[src/hdl/lsp_consts.svh]
`ifndef LSP_CONSTS_SVH
`define LSP_CONSTS_SVH
// Channel count and code widths
`define LSP_NUM_CH 16
`define LSP_DUTY_W 12
`define LSP_TRIM_W 6
// Latch widths: 16 x 12 and 16 x 6
`define LSP_DUTY_BITS 192
`define LSP_TRIM_BITS 96
// Counter limits and zero codes
`define LSP_CNT_ZERO 12'h000
`define LSP_CNT_MAX 12'hFFF
`define LSP_CNT_ONE 12'h001
`define LSP_DUTY_ZERO 12'h000
`define LSP_TRIM_ZERO 6'h00
`define LSP_TRIM_FULL 6'h3F
`endif

[src/hdl/lsp_pkg.sv]
`include "lsp_consts.svh"
package lsp_pkg;
    // Per-channel codes as carried between stages
    typedef logic [`LSP_DUTY_W-1:0] lsp_duty_t;
    typedef logic [`LSP_TRIM_W-1:0] lsp_trim_t;
    typedef lsp_duty_t [`LSP_NUM_CH-1:0] lsp_duty_arr_t;
    typedef lsp_trim_t [`LSP_NUM_CH-1:0] lsp_trim_arr_t;
    // Latch-side input bundle
    typedef struct packed {
        lsp_duty_arr_t duty;
        lsp_trim_arr_t trim;
    } lsp_codes_t;
    // Top-level state
    typedef struct packed {
        lsp_duty_arr_t duty;
        lsp_trim_arr_t trim;
        logic [`LSP_NUM_CH-1:0] on;
        lsp_trim_arr_t level;
        logic cnt_clk_q;
        logic strobe_q;
    } lsp_top_st_t;
    // Counter state
    typedef struct packed {
        logic [`LSP_DUTY_W-1:0] cnt;
        logic started;
    } lsp_cnt_st_t;
endpackage

[src/hdl/lsp_gs_counter.sv]
`timescale 1ns/1ps
`default_nettype none
`include "lsp_consts.svh"
module lsp_gs_counter
    import lsp_pkg::*;
(
    // Clock and reset
    input wire logic clk_sys,
    input wire logic rst,
    // Control
    input wire logic blank,
    input wire logic count_edge,
    // Count out
    output logic [`LSP_DUTY_W-1:0] count,
    output logic count_step
);
    lsp_cnt_st_t st_r;
    lsp_cnt_st_t st_nxt;

    // ========================================
    // Grayscale counter
    // Started marks the first edge after blank; count then reads period index.
    always_comb begin
        st_nxt = st_r;
        if (blank) begin
            st_nxt.cnt = `LSP_CNT_ZERO;
            st_nxt.started = 1'b0;
        end else if (count_edge) begin
            if (!st_r.started) begin
                st_nxt.started = 1'b1;
                st_nxt.cnt = `LSP_CNT_ONE;
            end else if (st_r.cnt != `LSP_CNT_MAX) begin
                st_nxt.cnt = st_r.cnt + `LSP_CNT_ONE;
            end // Hold at top, no wrap
        end
    end

    always_ff @(posedge clk_sys or posedge rst) begin
        if (rst) begin
            st_r <= '0;
        end else begin
            st_r <= st_nxt;
        end
    end

    assign count = st_nxt.cnt;
    assign count_step = !blank && count_edge;

    // ========================================
    // Checks
    property p_blank_zero;
        @(posedge clk_sys) disable iff (rst)
        blank |=> (st_r.cnt == `LSP_CNT_ZERO);
    endproperty
    a_blank_zero: assert property (p_blank_zero)
        else $error("counter not held at zero under blank");

    property p_count_inc;
        @(posedge clk_sys) disable iff (rst)
        (!blank && count_edge && st_r.started && st_r.cnt != `LSP_CNT_MAX)
            |=> (st_r.cnt == $past(st_r.cnt) + `LSP_CNT_ONE);
    endproperty
    a_count_inc: assert property (p_count_inc)
        else $error("counter did not step by one");

    property p_count_hold;
        @(posedge clk_sys) disable iff (rst)
        (!blank && st_r.cnt == `LSP_CNT_MAX) |=> (st_r.cnt == `LSP_CNT_MAX);
    endproperty
    a_count_hold: assert property (p_count_hold)
        else $error("counter wrapped past top");

    property p_count_still;
        @(posedge clk_sys) disable iff (rst)
        (!blank && !count_edge) |=> $stable(st_r.cnt);
    endproperty
    a_count_still: assert property (p_count_still)
        else $error("counter moved without count edge");
endmodule
`default_nettype wire

[src/hdl/lsp_top.sv]
// Notes on behaviour
// - Per-channel current set in 64 steps.
// - Current is full scale times code over 63.
// - Trim latch has no guaranteed power-on value.
// - One 12-bit counter on count clock edges.
// - Blank clears and holds counter at zero.
// - After blank falls, count up per edge.
// - Nonzero channels start at first edge.
// - On while counter not above duty code.
// - Off at edge where counter exceeds duty.
// - Duty one gives exactly one period on.
// - Duty zero never turns on.
// - Once off, stays off until next blank; here a strobe that raises duty turns it back on.
// - Blank forces all sixteen outputs off.
// - Duty latch 192 bits, 12 per channel.
// - Trim latch 96 bits, 6 per channel.
// - Latch strobe rising edge updates codes immediately.
`timescale 1ns/1ps
`default_nettype none
`include "lsp_consts.svh"
module lsp_top
    import lsp_pkg::*;
(
    // Clock and reset
    input wire logic clk_sys,
    input wire logic rst,
    // Display controller
    input wire logic output_blank,
    input wire logic pwm_count_clock,
    input wire logic latch_strobe,
    // Shift register contents
    input wire logic [`LSP_DUTY_BITS-1:0] duty_shift,
    input wire logic [`LSP_TRIM_BITS-1:0] trim_shift,
    // Sink stage
    output logic [`LSP_NUM_CH-1:0] sink_on,
    output logic [`LSP_TRIM_BITS-1:0] sink_level
);
    lsp_top_st_t st_r;
    lsp_top_st_t st_nxt;
    lsp_codes_t codes_in;
    lsp_duty_arr_t duty_eff;
    lsp_trim_arr_t trim_eff;
    logic strobe_rise;
    logic count_rise;
    logic [`LSP_DUTY_W-1:0] count;
    logic count_step;
    logic [`LSP_NUM_CH-1:0] on_nxt;

    // ========================================
    // Edge detection on controller pins
    assign codes_in.duty = lsp_duty_arr_t'(duty_shift);
    assign codes_in.trim = lsp_trim_arr_t'(trim_shift);
    assign strobe_rise = latch_strobe && !st_r.strobe_q;
    assign count_rise = pwm_count_clock && !st_r.cnt_clk_q;
    // Fresh codes are used in the same cycle they are latched
    assign duty_eff = strobe_rise ? codes_in.duty : st_r.duty;
    assign trim_eff = strobe_rise ? codes_in.trim : st_r.trim;

    lsp_gs_counter u_cnt (
        .clk_sys(clk_sys),
        .rst(rst),
        .blank(output_blank),
        .count_edge(count_rise),
        .count(count),
        .count_step(count_step)
    );

    // ========================================
    // Per-channel compare
    // Counter value after this edge is the period index (1 on first edge).
    // Once above duty the counter never drops while blank is low, so the
    // channel stays off; duty changes mid-period may glitch, as on silicon.
    genvar g;
    generate
        for (g = 0; g < `LSP_NUM_CH; g++) begin : g_ch
            always_comb begin
                if (output_blank) begin
                    on_nxt[g] = 1'b0;
                end else if (count == `LSP_CNT_ZERO) begin
                    on_nxt[g] = 1'b0;
                end else begin
                    on_nxt[g] = (count <= duty_eff[g]);
                end
            end
        end
    endgenerate

    // ========================================
    // Next state
    // Trim passes through unscaled, gated to zero when the channel is off; the analog stage scales by code/63.
    always_comb begin
        st_nxt = st_r;
        st_nxt.cnt_clk_q = pwm_count_clock;
        st_nxt.strobe_q = latch_strobe;
        st_nxt.duty = duty_eff;
        st_nxt.trim = trim_eff;
        st_nxt.on = on_nxt;
        for (int i = 0; i < `LSP_NUM_CH; i++) begin
            st_nxt.level[i] = on_nxt[i] ? trim_eff[i] : `LSP_TRIM_ZERO;
        end
    end

    // Reset clears control and the duty and trim latches alike to zero;
    // because the part guarantees no default, zero is just a safe value.
    always_ff @(posedge clk_sys or posedge rst) begin
        if (rst) begin
            st_r <= '0;
        end else begin
            st_r <= st_nxt;
        end
    end

    assign sink_on = st_r.on;
    assign sink_level = st_r.level;

    // ========================================
    // Checks
    property p_blank_off;
        @(posedge clk_sys) disable iff (rst)
        output_blank |=> (sink_on == '0 && sink_level == '0);
    endproperty
    a_blank_off: assert property (p_blank_off)
        else $error("outputs on during blank");

    // Count of one only follows the first accepted edge of a period
    property p_first_edge_on;
        @(posedge clk_sys) disable iff (rst)
        (count_step && count == `LSP_CNT_ONE
            && duty_eff[1] != `LSP_DUTY_ZERO) |=> sink_on[1];
    endproperty
    a_first_edge_on: assert property (p_first_edge_on)
        else $error("channel 1 did not start at first edge");

    property p_zero_never;
        @(posedge clk_sys) disable iff (rst)
        (st_r.duty[0] == `LSP_DUTY_ZERO && !strobe_rise) |=> !sink_on[0];
    endproperty
    a_zero_never: assert property (p_zero_never)
        else $error("zero duty channel turned on");

    property p_off_above;
        @(posedge clk_sys) disable iff (rst)
        (!output_blank && count > duty_eff[1]) |=> !sink_on[1];
    endproperty
    a_off_above: assert property (p_off_above)
        else $error("channel 1 on above duty");

    property p_on_below;
        @(posedge clk_sys) disable iff (rst)
        (!output_blank && count != `LSP_CNT_ZERO && count <= duty_eff[1])
            |=> sink_on[1];
    endproperty
    a_on_below: assert property (p_on_below)
        else $error("channel 1 off within duty");

    property p_stay_off;
        @(posedge clk_sys) disable iff (rst)
        (sink_on[2] && !output_blank && !strobe_rise ##1 !sink_on[2]
            && !output_blank && !strobe_rise) |=> !sink_on[2];
    endproperty
    a_stay_off: assert property (p_stay_off)
        else $error("channel 2 came back on in period");

    property p_level_gate;
        @(posedge clk_sys) disable iff (rst)
        1'b1 |=> (sink_level[`LSP_TRIM_W-1:0]
            == (sink_on[0] ? st_r.trim[0] : `LSP_TRIM_ZERO));
    endproperty
    a_level_gate: assert property (p_level_gate)
        else $error("level word not trim gated by on");

    property p_latch_now;
        @(posedge clk_sys) disable iff (rst)
        strobe_rise |=> (st_r.duty == $past(codes_in.duty));
    endproperty
    a_latch_now: assert property (p_latch_now)
        else $error("duty latch not updated on strobe");
endmodule
`default_nettype wire

[config.mk]
export PLATFORM = sky130hd
export DESIGN_NAME = lsp_top
export DESIGN_NICKNAME = d
export VERILOG_FILES = /design/src/hdl/lsp_pkg.sv /design/src/hdl/lsp_gs_counter.sv /design/src/hdl/lsp_top.sv
export VERILOG_INCLUDE_DIRS = /design/src /design/src/hdl
export SDC_FILE = /design/constraint.sdc
export NUM_CORES = 1
export LEC_CHECK = 0
export ABC_AREA = 1
export ABC_CLOCK_PERIOD_IN_PS = 37800
export BUFFER_PORTS_ARGS = -buffer_cell sky130_fd_sc_hd__buf_4
export CORE_ASPECT_RATIO = 1.2
export CORE_MARGIN = 2
export CORE_UTILIZATION = 40
export CTS_BUF_LIST = sky130_fd_sc_hd__clkbuf_4
export DETAILED_ROUTE_END_ITERATION = 16
export HOLD_SLACK_MARGIN = 0.03
export PLACE_DENSITY = 0.7
export SETUP_SLACK_MARGIN = 0.3
export SLEW_MARGIN = 30
export SYNTH_ARGS = -nofsm -noshare
export SYNTH_HDL_FRONTEND = slang
export SYNTH_SLANG_ARGS = --single-unit
[constraint.sdc]
create_clock -name clk_sys -period 37.8 [get_ports clk_sys]
set_clock_uncertainty 0.1 [all_clocks]
set_input_delay 1.89 -clock clk_sys [delete_from_list [all_inputs] [get_ports clk_sys]]
set_output_delay 1.89 -clock clk_sys [all_outputs]
set_load 0.1 [all_outputs]
* Word-level counts from Yosys, hierarchy flattened
Index checks and enable logic that the tools add are counted.
** Cells by class
- Reductions and logical operators :: 6
- Add/sub/neg operators :: 1
- Equality and inequality tests :: 1
- Muxes and demuxes :: 54
- $lt $le $gt $ge :: 16
** Operators by type and width (count)
- $le 12x12->1 :: 16
- $mux 192 :: 1
- $mux 6 :: 16
- $mux 96 :: 1
- $mux 1 :: 32
- $mux 13 :: 2
- $mux 12 :: 2
- $add 12x1->12 const B :: 1
- $logic_not 12->1 :: 1
- $ne 12x12->1 const B :: 1
- $logic_and 1x1->1 :: 2
- $logic_not 1->1 :: 2
- $reduce_bool 2->1 :: 1
** Word-level totals
- Bits of input ports :: 293
- Word-level logic and storage cells :: 131
- Register bits after elaboration :: 415
- Output and inout bits :: 112

* Logic depth before layout (Yosys ltp)
- Depth after elaboration :: 9
- Depth in mapped cells :: 19
- Mapped depth without buffers :: 19

* Cells and area by module
From an unflattened synthesis, not the netlist that was laid out.
** Unflattened totals
- Cell total of the unflattened synthesis :: 2689
- Area total of the unflattened synthesis :: 22291.4 um2
** Modules (own cells, without submodules)
- lsp_top :: area an instance 21458.1 um2, sequential area each 10059.6 um2, cells an instance 2566, times used 1
- lsp_gs_counter :: area an instance 833.3 um2, sequential area each 325.3 um2, cells an instance 123, times used 1

* Least setup slack after synthesis
OpenSTA, ideal clock, no wires.
- Kind :: input port to flip-flop
- Start :: input pwm_count_clock
- End :: register st_r, in the netlist sink_level[54]
- Required time :: 37628 ps
- Arrival time :: 4375 ps
- Setup time :: 72 ps
- Slack :: 33253 ps
- Stages on the path :: 12
- Cells stage by stage :: inv_1 -> nor2_4 -> inv_2 -> nand2_4 -> inv_1 -> a21oi_1 -> nand2_1 -> ha_1 -> nand4_1 -> o41ai_1 -> nand2_8 -> nor2_2
** RTL lines
- from (decl) :: line lsp_top.sv:29 : input wire logic pwm_count_clock,
- to (signal assigned) :: line lsp_top.sv:109 : st_r <= st_nxt;
- to (decl) :: line lsp_top.sv:38 : lsp_top_st_t st_r;

==> summary.md <==
| Metric | Value |
|---|---|
| Slowest-stage cell, CP | `o21ai_0` |
| WP data required | `38.47 ns` |
| WL/cell | `15.4 µm` |
| RR Startpoint | `st_r[0]` |
| Num CTS Buffers | `109` |
| CTS tree | `yes` |
| Post-route DRC violation count | `0` |
| Fmax | `191 MHz` |
| Pwr/cell area | `49.3 nW/µm²` |
| WP buf/inv | `3` |
| Synth warn | `0` |
| Syn_area_per_cell | `8.62 µm²` |
| Starting Density | `40.5%` |
| DR vias/cell | `4.49` |
| Clock Latency Late Sink | `0.89 ns` |
| Hold Crit Start | `st_r[378]` |
| Synthesized net count | `3,010` |
| Crit path largest cell delay | `0.79 ns` |
| CTS Buffer Depth | `3` |
| RePlAce Congestion | `0.858` |
| Die width | `217 µm` |
| RSZ-0062 raised after global routing | `false` |
| Die area | `56,300 µm²` |
| DR pass1 iterations | `5` |
| Post-synthesis instance total | `2,524` |
| Final Hold Viols | `0` |
| Placement row count | `93` |
| Most frequent cells in the layout | `inv_1, buf_4, nand2_1, dfrtp_1, o21ai_0` |
| Worst vdd ir | `0.0000374 V` |
| Outcome | `completed` |
| Hold buffer count at cts | `0` |
| Worst hold-check path type | `flip-flop to flip-flop` |
| Max-cap viol count | `0` |
| CP Data Arrival Time | `5.90 ns` |
| PortBufs | `404` |
| Wirelength, routed | `56.7 mm` |
| Vias in the first global route | `16,200` |
| Clock slew at reported path FFs | `0.06 ns` |
| Initial antenna violation count | `23` |
| Detail Route Antenna Nets | `0` |
| Die H | `259 µm` |
| GRT Total Usage | `20.3%` |
| Setup WS post-layout | `32.56 ns` |
| Via count | `16,500` |
| Synthesized area | `21,800 µm²` |
| Startpoint types | `primary input` |
| Drt initial violations | `1,058` |
| CP Capture Type | `flip-flop` |
| Cell mode on critical path | `o21ai_0` |
| LEAKAGE | `15.0 nW` |
| Flops & latches, synth | `415` |
| Worst-path cell chain | `buf_4 -> nand2_4 -> buf_12 -> buf_6 -> o21ai_0 -> ha_1 -> a21oi_1 -> o21ai_0 -> nand3_1 -> a21oi_1 -> o21ai_0 -> nand2_8 -> nor2_2` |
| Ratio of cells with drive above 1 in the final layout | `24.5%` |
| Area leader, netlist | `dfrtp_1` |
| Post-synth cell types | `33` |
| H-tree levels | `3` |
| Relative slew margins | `31.0%` |
| Critical path type | `primary input to flip-flop` |
| Post-CTS setup-driven buffer insertion count | `0` |
| Place WS | `31.42 ns` |
| Most common cell after layout, fill and taps aside | `inv_1` |
| Tmin final | `5.24 ns` |
| Setup TNS | `0 ns` |
| CP max FO | `206` |
| Clk sink count | `415` |
| Seq/Total Area, Yosys | `47.7%` |
| HPWL Detailed | `40.9 mm` |
| Tightest Pin Transition | `1.02 ns` |
| Family with the most delay on the worst path | `buffers and inverters` |
| Final period util | `13.9%` |
| Share of the synthesized area in the top cell type | `47.7%` |
| Final nets | `3,373` |
| Post-cts sizing count | `0` |
| First-pass GRT wire length | `87.3 mm` |
| Io pins | `405` |
| Root Buffer | `clkbuf_4` |
| Core Region | `53,800 µm²` |
| Largest net degree at the start of global routing | `207` |
| Final setup violation count | `0` |
| Final Max Tran Viols | `0` |
| Critical Path Start | `latch_strobe` |
| Top cells by area, synth | `dfrtp_1, ha_1, inv_1` |
| Gr ovfl total | `0` |
| Area growth syn-to-layout | `20.6%` |
[flip-flops by register name, indices dropped and copies added, names as in the netlist]
signal	cells
sink_on	16
sink_level	96
u_cnt.st_r	13
st_r	290
[layout make-up]
cell class              count  area (µm²)
repair buffers            427        3230
fillers                  5189       27500
diodes                      8        20.0
flip-flops and latches    415       10400
well taps                 712         891
clock inverters            37         293
clock buffers             148        1110
inverters                 640        2410
multi-input cells        1294        7900
[cell usage after synthesis]
cell,number
nor2_1,61
nand3_2,5
nand2_2,8
buf_4,112
nor3_1,8
inv_2,15
buf_12,1
dfrtp_1,415
o2111ai_1,6
nor2_2,65
o21a_1,2
ha_1,193
o21ai_2,1
nand3_1,29
o32ai_1,1
clkbuf_1,59
nor2_4,5
nand3_4,2
inv_1,625
a211oi_1,1
or2_2,3
xnor2_1,1
nand2_1,420
mux2_2,16
buf_1,3
o211ai_1,2
nand2_8,10
nand4_1,28
a21oi_1,99
nand2_4,2
xor2_1,2
o21ai_0,317
o41ai_1,7
[routing by layer]
layer / track usage, % / share of wire, % / vias up
li1: - / - / 8445
met1: 24.6 / 42 / 7486
met2: 33.5 / 48 / 442
met3: 5.81 / 7.0 / 141
met4: 9.55 / 3.4 / 26
met5: 0 / 0.29 / -
[per-stage QoR]
stage	hold slack, ns	std cells	total power (W)	util, %	instance area (µm²)
global route	0.418	3679	0.00137	48.8	26200
CTS	0.405	3673	0.00131	48.8	26200
finish	0.406	3681	0.00129	48.8	26200
floorplan	0.375	2524	0.000833	-	21800
global placement	0.385	3488	0.000894	46.1	24800
detailed placement	0.391	3488	0.000901	46.1	24800
[final timing paths]
| kind | end | slack [ns] | cells past startpoint |
|---|---|---|---|
| worst min-delay path | st_r[378] | 0.41 | 1 |
| min in group asynchronous | sink_on[13] | 1.04 | 2 |
| max in group asynchronous | st_r[222] | 34.53 | 4 |
| worst max-delay path | sink_level[90] | 32.56 | 13 |
| worst min register to register | st_r[378] | 0.41 | 1 |
| worst max register to register | sink_level[90] | 33.34 | 13 |
[power breakdown]
| group | internal (W) | leakage [nW] | total (W) | switching [W] |
|---|---|---|---|---|
| combinational | 0.0000968 | 9.40 | 0.000371 | 0.000274 |
| clock | 0.000215 | 0.814 | 0.000403 | 0.000188 |
| sequential | 0.000503 | 4.77 | 0.000519 | 0.0000167 |
| total | 0.000814 | 15.0 | 0.00129 | 0.000479 |
[kinds of logic after synthesis]
| family | synth area share [%] |
|---|---|
| buf+inv | 16.1 |
| simple gates | 13.8 |
| compound gates | 10.3 |
| flops | 47.7 |
| fa+ha+maj | 11.1 |
| mux | 0.828 |
| xor+xnor | 0.121 |
(Power assumes the default switching activity.)
